--- src/inc/dio_map.svh ---
// Purpose: Register offsets, field positions and reset values of the digital I/O block
// Assumes: Byte addresses on a 32-bit classic Wishbone bus, one register per word
// Notes:   Definitions only
`ifndef DIO_MAP_SVH
`define DIO_MAP_SVH

`define DIO_ADR_W        6
`define DIO_PORT_CNT     6
`define DIO_REG_PORT0    6'h00
`define DIO_REG_PORT5    6'h14
`define DIO_REG_DIR      6'h18
`define DIO_REG_TCTRL    6'h1C
`define DIO_REG_RELOAD0  6'h20
`define DIO_REG_RELOAD1  6'h24
`define DIO_REG_RELOAD2  6'h28
`define DIO_REG_INT_EN   6'h2C
`define DIO_REG_INT_FLAG 6'h30
`define DIO_REG_STRAPS   6'h34
`define DIO_DIR_RST      8'h00
`define DIO_OUT_RST      48'h000000000000
`define DIO_RELOAD_RST   16'hFFFF
`define DIO_INT_CNT      6
`define DIO_G0_C0_BIT    16
`define DIO_G0_C4_BIT    20
`define DIO_G1_C0_BIT    40
`define DIO_G1_C4_BIT    44

`endif

--- src/inc/dio_pkg.sv ---
// Purpose: Shared types of the digital I/O block
// Assumes: Constants live in dio_map.svh
// Notes:   Types only
package dio_pkg;

  // Classic Wishbone request from the master
  typedef struct packed {
    logic        cyc;
    logic        stb;
    logic        we;
    logic [3:0]  sel;
    logic [5:0]  adr;
    logic [31:0] dat;
  } wb_req_t;

  // Direction straps of one group, high means forced output
  typedef struct packed {
    logic c_high;
    logic c_low;
    logic b;
    logic a;
  } dir_straps_t;

endpackage

--- src/rtl/dio_ports.sv ---
// Purpose: Six 8-bit digital I/O ports with warm reset retention, timers and interrupt mirror
// Assumes: All pins and straps synchronous to clk_i; pullups outside hold idle inputs high
// Notes:   Wishbone slave answers every access one cycle after the request
`timescale 1ns/100ps
`default_nettype none
`include "dio_map.svh"

// What this block does
// - Forty-eight I/O lines as six 8-bit ports, three per group.
// - Software sets each port's direction when its strap allows it.
// - Ports are plain latched outputs or direct inputs, no handshake.
// - Each c port has separate low and high nibble direction straps.
// - After reset software ports are inputs unless retention keeps them.
// - A strap-forced output ignores software requests to become input.
// - After reset strap-forced outputs drive zero unless retention keeps them.
// - With retention on, warm reset keeps direction and output values.
// - Retention covers software ports and strap-forced ports alike.
// - Power-on reset always clears retained state to defaults.
// - With retention off, any reset restores input and low defaults.
// - Timers 0, 1 and counter 2 choose external pin or internal clock.
// - Timer 1 internal clock is timer 0 output, forming 32 bits.
// - Of the two 16-bit timers only timer 1 raises an interrupt on expiry.
// - The 16-bit event counter raises an event interrupt.
// - Interrupts come only from c bits 0 and 4, timer 1, counter 2.
// - A connector pin copies the interrupt at the same moment.
// - Mirror pin goes high on interrupt, low when it is cleared.
module dio_ports #(
  parameter int unsigned TW      = 16,   // Timer width
  parameter int unsigned INT_DIV = 200   // Clock cycles per internal timer tick
) (
  input  wire logic                 clk_i,          // 200 MHz clock
  input  wire logic                 rst_i,          // Warm reset, sync, high
  input  wire logic                 por_i,          // Power-on reset, sync, high
  input  wire dio_pkg::wb_req_t     wb_i,           // Wishbone request
  output logic [31:0]               wb_dat_o,       // Wishbone read data
  output logic                      wb_ack_o,       // Wishbone acknowledge
  input  wire logic [47:0]          port_in_i,      // Pin levels
  output logic [47:0]               port_out_o,     // Pin drive values
  output logic [47:0]               port_oe_o,      // Pin output enables
  input  wire dio_pkg::dir_straps_t group0_straps_i, // Group 0 direction straps
  input  wire dio_pkg::dir_straps_t group1_straps_i, // Group 1 direction straps
  input  wire logic                 warm_reset_retain_strap_i,   // Keep state on warm reset
  input  wire logic                 timer0_clock_select_strap_i, // High selects internal
  input  wire logic                 timer1_clock_select_strap_i, // High selects timer 0 out
  input  wire logic                 counter2_clock_select_strap_i, // High selects internal
  input  wire logic [2:0]           ext_clk_i,      // External timer clock pins
  output logic [2:0]                timer_out_o,    // Timer expiry pulses
  output logic                      irq_o,          // Interrupt to the host
  output logic                      int_mirror_o    // Interrupt copy on the connector
);

  // Direction control bit of one nibble: bit 4g+0 a, 4g+1 b, 4g+2/3 c halves
  function automatic logic nib_ctl(input logic [7:0] bits, input int unsigned n);
    int unsigned port;
    int unsigned k;
    port = n / 2;
    k    = port % 3;
    if (k < 2) begin
      nib_ctl = bits[(port / 3) * 4 + k];
    end else begin
      nib_ctl = bits[(port / 3) * 4 + 2 + (n % 2)];
    end
  endfunction

  localparam logic [7:0] DIV_MAX = 8'(INT_DIV - 1);

  logic [7:0]           straps;
  logic [7:0]           dir_q, dir_d;
  logic [47:0]          out_q, out_d;
  logic [47:0]          oe_d;
  logic                 port_rst, all_rst;
  logic                 req, wr, rd_req;
  logic [3:0]           tctrl_q;
  logic [TW-1:0]        reload_q [3];
  logic [TW-1:0]        cnt_q [3];
  logic [2:0]           exp_q, tick, int_src_sel, ext_q, ext_rise;
  logic [7:0]           div_q;
  logic                 div_tick;
  logic [3:0]           cin_q;
  logic [3:0]           cin_rise;
  logic [5:0]           int_en_q, flag_q, flag_d, flag_clr, int_src;
  logic [31:0]          rd_data;
  logic [31:0]          wmask;
  logic [2:0]           port_idx;
  logic                 port_hit;

  // Strap and reset decode
  assign straps   = {group1_straps_i, group0_straps_i};
  assign port_rst = por_i | (rst_i & ~warm_reset_retain_strap_i);
  assign all_rst  = por_i | rst_i;

  // Bus decode; writes land on the edge where ack is seen high
  assign req      = wb_i.cyc & wb_i.stb;
  assign rd_req   = req & ~wb_ack_o;
  assign wr       = req & wb_i.we & wb_ack_o;
  assign wmask    = {{8{wb_i.sel[3]}}, {8{wb_i.sel[2]}}, {8{wb_i.sel[1]}}, {8{wb_i.sel[0]}}};
  assign port_hit = (wb_i.adr <= `DIO_REG_PORT5) && (wb_i.adr[1:0] == 2'b00);
  assign port_idx = wb_i.adr[4:2];

  // Next direction: software bits only, straps override at the pin
  assign dir_d = port_rst ? `DIO_DIR_RST :
                 (wr && wb_i.adr == `DIO_REG_DIR && wb_i.sel[0]) ? wb_i.dat[7:0] : dir_q;

  // Output latches and enables per nibble
  genvar n;
  generate
    for (n = 0; n < 12; n++) begin : g_nib
      logic wr_nib;
      assign wr_nib = wr && port_hit && (port_idx == 3'(n / 2)) && wb_i.sel[0];
      assign out_d[n*4 +: 4] = port_rst ? 4'(`DIO_OUT_RST >> (n*4)) :
                               wr_nib ? wb_i.dat[(n%2)*4 +: 4] : out_q[n*4 +: 4];
      assign oe_d[n*4 +: 4]  = {4{nib_ctl(straps, n) | nib_ctl(dir_d, n)}};
    end
  endgenerate

  // Port state registers; enables follow straps even during reset
  always_ff @(posedge clk_i) begin
    dir_q     <= dir_d;
    out_q     <= out_d;
    port_oe_o <= oe_d;
  end

  assign port_out_o = out_q;

  // Internal time base shared by timer 0 and counter 2
  assign div_tick = (div_q == DIV_MAX);
  always_ff @(posedge clk_i) begin
    if (all_rst) begin
      div_q <= 8'h00;
    end else begin
      div_q <= div_tick ? 8'h00 : div_q + 8'h01;
    end
  end

  // Clock source selection
  assign int_src_sel = {counter2_clock_select_strap_i, timer1_clock_select_strap_i,
                        timer0_clock_select_strap_i};
  assign ext_rise    = ext_clk_i & ~ext_q;
  assign tick[0]     = int_src_sel[0] ? div_tick : ext_rise[0];
  assign tick[1]     = int_src_sel[1] ? exp_q[0] : ext_rise[1];
  assign tick[2]     = int_src_sel[2] ? div_tick : ext_rise[2];

  // Down counters reload and pulse on reaching the end of count
  genvar t;
  generate
    for (t = 0; t < 3; t++) begin : g_tmr
      logic last;
      assign last = (cnt_q[t] <= TW'(1));
      always_ff @(posedge clk_i) begin
        if (all_rst) begin
          cnt_q[t] <= `DIO_RELOAD_RST;
          exp_q[t] <= 1'b0;
        end else if (!tctrl_q[t]) begin
          cnt_q[t] <= reload_q[t];
          exp_q[t] <= 1'b0;
        end else begin
          exp_q[t] <= tick[t] & last;
          if (tick[t]) begin
            cnt_q[t] <= last ? reload_q[t] : cnt_q[t] - TW'(1);
          end
        end
      end
    end
  endgenerate

  // Timer control and reload registers
  always_ff @(posedge clk_i) begin
    if (all_rst) begin
      tctrl_q     <= 4'h0;
      reload_q[0] <= `DIO_RELOAD_RST;
      reload_q[1] <= `DIO_RELOAD_RST;
      reload_q[2] <= `DIO_RELOAD_RST;
      int_en_q    <= 6'h00;
    end else if (wr) begin
      case (wb_i.adr)
        `DIO_REG_TCTRL:   tctrl_q     <= (wb_i.dat[3:0] & wmask[3:0]) | (tctrl_q & ~wmask[3:0]);
        `DIO_REG_RELOAD0: reload_q[0] <= (wb_i.dat[TW-1:0] & wmask[TW-1:0]) |
                                         (reload_q[0] & ~wmask[TW-1:0]);
        `DIO_REG_RELOAD1: reload_q[1] <= (wb_i.dat[TW-1:0] & wmask[TW-1:0]) |
                                         (reload_q[1] & ~wmask[TW-1:0]);
        `DIO_REG_RELOAD2: reload_q[2] <= (wb_i.dat[TW-1:0] & wmask[TW-1:0]) |
                                         (reload_q[2] & ~wmask[TW-1:0]);
        `DIO_REG_INT_EN:  int_en_q    <= (wb_i.dat[5:0] & wmask[5:0]) | (int_en_q & ~wmask[5:0]);
        default:          tctrl_q     <= tctrl_q;
      endcase
    end
  end

  // Interrupt sources: rising edges on c bits 0 and 4, timer 1, counter 2
  assign cin_rise = {port_in_i[`DIO_G1_C4_BIT], port_in_i[`DIO_G1_C0_BIT],
                     port_in_i[`DIO_G0_C4_BIT], port_in_i[`DIO_G0_C0_BIT]} & ~cin_q;
  assign int_src  = {exp_q[2], exp_q[1], cin_rise};
  assign flag_clr = (wr && wb_i.adr == `DIO_REG_INT_FLAG) ? (wb_i.dat[5:0] & wmask[5:0]) : 6'h00;
  assign flag_d   = (flag_q & ~flag_clr) | int_src;                          // Set beats clear

  // Edge history, sticky flags and interrupt outputs
  always_ff @(posedge clk_i) begin
    if (all_rst) begin
      ext_q        <= 3'h0;
      cin_q        <= 4'hF;
      flag_q       <= 6'h00;
      irq_o        <= 1'b0;
      int_mirror_o <= 1'b0;
      timer_out_o  <= 3'h0;
    end else begin
      ext_q        <= ext_clk_i;
      cin_q        <= {port_in_i[`DIO_G1_C4_BIT], port_in_i[`DIO_G1_C0_BIT],
                       port_in_i[`DIO_G0_C4_BIT], port_in_i[`DIO_G0_C0_BIT]};
      flag_q       <= flag_d;
      irq_o        <= |(flag_d & int_en_q);
      int_mirror_o <= |(flag_d & int_en_q);
      timer_out_o  <= exp_q;
    end
  end

  // Read mux; output ports read back their latch, inputs read the pins
  always_comb begin
    rd_data = 32'h00000000;
    if (port_hit) begin
      for (int i = 0; i < `DIO_PORT_CNT; i++) begin
        if (port_idx == 3'(i)) begin
          rd_data[7:0] = (port_oe_o[i*8 +: 8] & out_q[i*8 +: 8]) |
                         (~port_oe_o[i*8 +: 8] & port_in_i[i*8 +: 8]);
        end
      end
    end else begin
      case (wb_i.adr)
        `DIO_REG_DIR:      rd_data[7:0]    = dir_q | straps;
        `DIO_REG_TCTRL:    rd_data[3:0]    = tctrl_q;
        `DIO_REG_RELOAD0:  rd_data[TW-1:0] = reload_q[0];
        `DIO_REG_RELOAD1:  rd_data[TW-1:0] = reload_q[1];
        `DIO_REG_RELOAD2:  rd_data[TW-1:0] = reload_q[2];
        `DIO_REG_INT_EN:   rd_data[5:0]    = int_en_q;
        `DIO_REG_INT_FLAG: rd_data[5:0]    = flag_q;
        `DIO_REG_STRAPS:   rd_data[11:0]   = {int_src_sel, warm_reset_retain_strap_i, straps};
        default:           rd_data         = 32'h00000000;
      endcase
    end
  end

  // Bus answer: ack one cycle after the request, dropped the cycle after
  always_ff @(posedge clk_i) begin
    if (all_rst) begin
      wb_ack_o <= 1'b0;
      wb_dat_o <= 32'h00000000;
    end else begin
      wb_ack_o <= rd_req;
      wb_dat_o <= rd_req ? rd_data : wb_dat_o;
    end
  end

endmodule
`default_nettype wire

--- config.mk ---
export PLATFORM = sky130hd
export DESIGN_NAME = dio_ports
export DESIGN_NICKNAME = d
export VERILOG_FILES = /design/src/inc/dio_pkg.sv /design/src/rtl/dio_ports.sv
export VERILOG_INCLUDE_DIRS = /design/src /design/src/inc
export SDC_FILE = /design/constraint.sdc
export NUM_CORES = 1
export LEC_CHECK = 0
export BUFFER_PORTS_ARGS = -buffer_cell sky130_fd_sc_hd__clkbuf_2
export CAP_MARGIN = 5
export CORE_MARGIN = 1.5
export CORE_UTILIZATION = 25
export CTS_BUF_LIST = sky130_fd_sc_hd__clkbuf_4
export DETAILED_ROUTE_END_ITERATION = 10
export SLEW_MARGIN = 20
export SYNTH_ARGS = -nofsm -noshare
export SYNTH_HDL_FRONTEND = slang
export SYNTH_SLANG_ARGS = --single-unit
export TNS_END_PERCENT = 1
--- constraint.sdc ---
create_clock -name clk_i -period 2.28 [get_ports clk_i]
set_input_delay 0 -clock clk_i [delete_from_list [all_inputs] [get_ports clk_i]]
set_output_delay 0 -clock clk_i [all_outputs]
set_load 0.1 [all_outputs]
==> summary.log <==
qor: timing.finalHoldViolCount 0
qor: timing.worst_path_setup_slack_after_routing -0.04846 ns
qor: worst_setup_path.regToRegSetupSlack 0.01 ns
qor: synth.proportion_of_synthesized_chip_area_in_sequential_cells 46.53%
qor: global_routing.globalRouteOverflowTotal 0
qor: power.power-per-cell-area 582.3 nW/um2
qor: synth.post_synth_adder_cell_area 0.7740%
qor: worst_setup_path.setup.worst_path.end_class flop
qor: final_layout.proportion_of_layout_cells_with_a_drive_suffix_above_1 28.38%
qor: synth.yosysWarningCount 0
qor: global_routing.groute.usage.overall 16.58%
qor: place.routabilityCongestion 0.9225
qor: final_layout.fillCellCount 4557
qor: synth.synth_top_flop_cell sky130_fd_sc_hd__dfxtp_1
qor: timing.final_min_period_over_clock_period 102.1%
qor: final_layout.multi_input_logic_area 5259 um2
qor: timing.timing.clock.skew 0.02956 ns
qor: worst_setup_path.timing.reg2reg.worst_path_depth 7
qor: place.detailed_place.area 13220 um2
qor: run.drv_cap 0
qor: drt.vias_per_cell 4.857
qor: min_path.min_path_cells 6
qor: min_path.hp-start port_in_i[12]
qor: global_routing.pin_count_of_the_biggest_net_entering_global_routing 47
qor: worst_setup_path.worstPathMaxFanout 11
qor: final_layout.fin_area 14770 um2
qor: drt.drt_pre_antenna_iters 8
qor: clocking.cts_buffer_depth 3
qor: floorplan.fp.dieW 215.8 um
qor: worst_setup_path.critical_path_arrival 2.75 ns
qor: timing.layout_min_cycle_time 2.328 ns
qor: drt.drtAntennaViolNets 0
qor: drt.routedWlPerCell 18.37 um
qor: global_routing.grt_pass1_vias 10050
qor: synth.synth_cells 1200
qor: timing.slew_headroom 54.87%
qor: power.cellLeakagePower 0.006232 uW
qor: run_status.violations setup timing
qor: synth.synth-edff-count 96
qor: place.port_buffers 210
qor: clocking.cts_tree yes
qor: global_routing.grt_first_pass_wirelength 59670 um
qor: final_layout.nets 1646
qor: final_layout.seq_area 5268 um2
qor: final_layout.mostFrequentLayoutCells sky130_fd_sc_hd__clkbuf_2, sky130_fd_sc_hd__dfxtp_1, sky130_fd_sc_hd__nor2_1
qor: floorplan.floorplan.initialDensity 25.48%
qor: clocking.path_clk_slew 0.07 ns
qor: global_routing.antenna_found_initial 3
qor: drt.drt_first_iter_violations 1105
qor: worst_setup_path.critical_path.startpoint_type input pin
qor: synth.synth.avg_cell_area 9.430 um2
qor: synth.simple_gate_share_of_the_synthesized_area 16.18%
qor: clocking.source_to_sink_clock_delay_at_the_later_pin_of_the_worst_skew_pair 0.71 ns
qor: clocking.cts_buffers 55
qor: drt.vias 10510
qor: run_status.status finished with violations
qor: power.ir_drop_worst_vdd 0.2455 mV
qor: synth.synth_seq_cells 215
qor: synth.yosys.cell_types.count 75
qor: floorplan.placementRows 77
qor: synth.synth_xor_area_share 3.406%
qor: clocking.ctsRootBufferMaster sky130_fd_sc_hd__clkbuf_4
qor: timing.drv_slew 0
qor: final_layout.layout-area-overhead-vs-synth 30.56%
qor: timing.timing.setup.tns -0.04846 ns
qor: synth.mappedNetlistArea 11320 um2
qor: timing.finalSetupViolations 1
qor: clocking.post_cts.repair.setup_buffers 0
qor: place.hpwlAfterDp 29960 um
qor: clocking.cts_num_sinks 215
qor: synth.synth_top_family_by_area compound AO/OA/AOI/OAI gates
qor: min_path.min-delay-path-class input pin to flop
qor: drt.drc 0
qor: timing.max_clock_freq 0.4295 GHz
qor: worst_setup_path.setup.worst_path.class input pin to flop
qor: timing.timing_worst_slew_pin_value 0.6757 ns
qor: worst_setup_path.worst_r2r_dst cnt_q[1][3]$_DFFE_PP_
qor: power.total_power 8603 uW
qor: floorplan.ios 245
qor: min_path.worst_hold_path.endpoint wb_dat_o[4]$_SDFFE_PP0P_
qor: timing.setup_repair_after_global_routing_missed_its_margin yes
qor: synth.synth_compound_gate_area_share 16.64%
qor: floorplan.coreArea 44410 um2
qor: synth.muxShareOfSynthArea 8.315%
qor: clocking.h-tree-depth 2
qor: floorplan.die_area 46550 um2
qor: final_layout.layout.core_utilization 33.26%
qor: drt.wl 39750 um
qor: synth.asyncSetResetFlopFracSynth 0%
qor: final_layout.mostFrequentLayoutCell sky130_fd_sc_hd__clkbuf_2
qor: floorplan.die_y 215.8 um
qor: worst_setup_path.critPathRequiredTime 2.70 ns
qor: worst_setup_path.crit-reg2reg-launch cnt_q[1][0]$_DFFE_PP_
## area by class of cell
cell class | instances | area share (%)
diodes | 3 | 0.05081
clock buffers | 78 | 3.963
clock inverters | 19 | 0.7029
inverters | 59 | 1.499
multi-input cells | 816 | 35.59
flip-flops and latches | 215 | 35.65
well taps | 592 | 5.014
repair buffers | 381 | 17.52
## cell usage after synthesis (8+ instances only)
cell type	instances	share of area, %
sky130_fd_sc_hd__mux2_2	14	1.4
sky130_fd_sc_hd__xnor2_1	15	1.2
sky130_fd_sc_hd__inv_1	59	2.0
sky130_fd_sc_hd__buf_4	57	3.8
sky130_fd_sc_hd__a21oi_1	64	2.8
sky130_fd_sc_hd__and2_1	12	0.66
sky130_fd_sc_hd__nor3_1	16	0.71
sky130_fd_sc_hd__or2_2	10	0.55
sky130_fd_sc_hd__buf_2	12	0.53
sky130_fd_sc_hd__mux2i_1	76	6.7
sky130_fd_sc_hd__edfxtp_1	96	25
sky130_fd_sc_hd__nor2_1	115	3.8
sky130_fd_sc_hd__xor2_1	29	2.2
sky130_fd_sc_hd__dfxtp_1	119	21
sky130_fd_sc_hd__nand3_1	44	1.9
sky130_fd_sc_hd__a2bb2oi_1	20	1.5
sky130_fd_sc_hd__a221oi_1	8	0.62
sky130_fd_sc_hd__nand2_1	94	3.1
sky130_fd_sc_hd__a211oi_1	10	0.66
sky130_fd_sc_hd__clkbuf_1	49	1.6
sky130_fd_sc_hd__a22oi_1	9	0.60
sky130_fd_sc_hd__a31oi_1	9	0.50
sky130_fd_sc_hd__and3_1	10	0.55
sky130_fd_sc_hd__o21ai_0	86	3.8
sky130_fd_sc_hd__o211ai_1	17	1.1
## worst max path at each step
| stage | startpoint | end | slack, ns | cells after the start |
|---|---|---|---|---|
| CTS | div_q[0]$_SDFF_PP0_ | cnt_q[0][8]$_DFFE_PP_ | 0.03 | 6 |
| global placement | cnt_q[1][0]$_DFFE_PP_ | cnt_q[1][3]$_DFFE_PP_ | -0.15 | 7 |
| global route | cnt_q[1][0]$_DFFE_PP_ | cnt_q[1][3]$_DFFE_PP_ | -0.12 | 7 |
| finish | rst_i | cnt_q[1][3]$_DFFE_PP_ | -0.05 | 8 |
| detailed placement | cnt_q[1][0]$_DFFE_PP_ | cnt_q[1][3]$_DFFE_PP_ | -0.33 | 7 |
| floorplan | port_oe_o[7]$_DFF_P_ | wb_dat_o[1]$_SDFFE_PP0P_ | -0.13 | 6 |
## layer usage
layer	global-route usage [%]	share of wire, %	vias to the layer above
li1	-	-	4941
met1	21.16	43	5030
met2	27.43	47	448
met3	3.354	6.6	87
met4	6.480	3.2	0
met5	0	0	-
## critical path, stage by stage
cell and delay [ns]:
sky130_fd_sc_hd__dlygate4sd3_1 0.54, sky130_fd_sc_hd__clkbuf_2 0.12, sky130_fd_sc_hd__nor2_2 0.16, sky130_fd_sc_hd__dlygate4sd3_1 0.72, sky130_fd_sc_hd__nand2_1 0.19, sky130_fd_sc_hd__a211oi_2 0.63
sky130_fd_sc_hd__and3_2 0.32, sky130_fd_sc_hd__o21ai_0 0.07
## sequential cells by signal, summed over array words and instances (netlist names), named ones only
register and cells:
exp_q 3, cin_q 4, port_oe_o 8, reload_q 48, wb_dat_o 16, ext_q 3
wb_ack_o 1, dir_q 8, timer_out_o 3, int_mirror_o 1, div_q 8, cnt_q 48
flag_q 6, port_out_o 48
## where the power goes
group / total, uW / switching (uW) / internal (uW)
sequential: 4060 / 41.9 / 4020
clock: 3320 / 1630 / 1690
combinational: 1220 / 882 / 343
total: 8600 / 2550 / 6050
## logic make-up after synthesis
group | after synthesis
AO/OA/AOI/OAI | 286
XOR/XNOR | 44
adder cells (fa/ha/maj) | 7
buffers and inverters | 184
flip-flops | 215
multiplexers | 91
other | 1
AND/OR/NAND/NOR | 372
## what timing repair did
action | 4_1_cts | 5_1_grt
gates resized for setup | 4 | 10
hold buffers | 80 | 0
pin swaps | 0 | 1
setup endpoints to repair | 31 | 48
hold endpoints to repair | 159 | 0
## per-stage QoR
step / hold WS (ns) / worst slack (ns) / std cells
4_1_cts: 0.003835 / 0.02934 / 2160
5_1_grt: 0.05317 / -0.1190 / 2162
6_report: 0.04355 / -0.04846 / 2163
2_1_floorplan: 0.09353 / -0.1268 / 1215
3_5_place_dp: 0.2172 / -0.3256 / 1983
3_3_place_gp: 0.2195 / -0.1472 / 1983
Note: power is estimated with default switching activity, not from simulation.
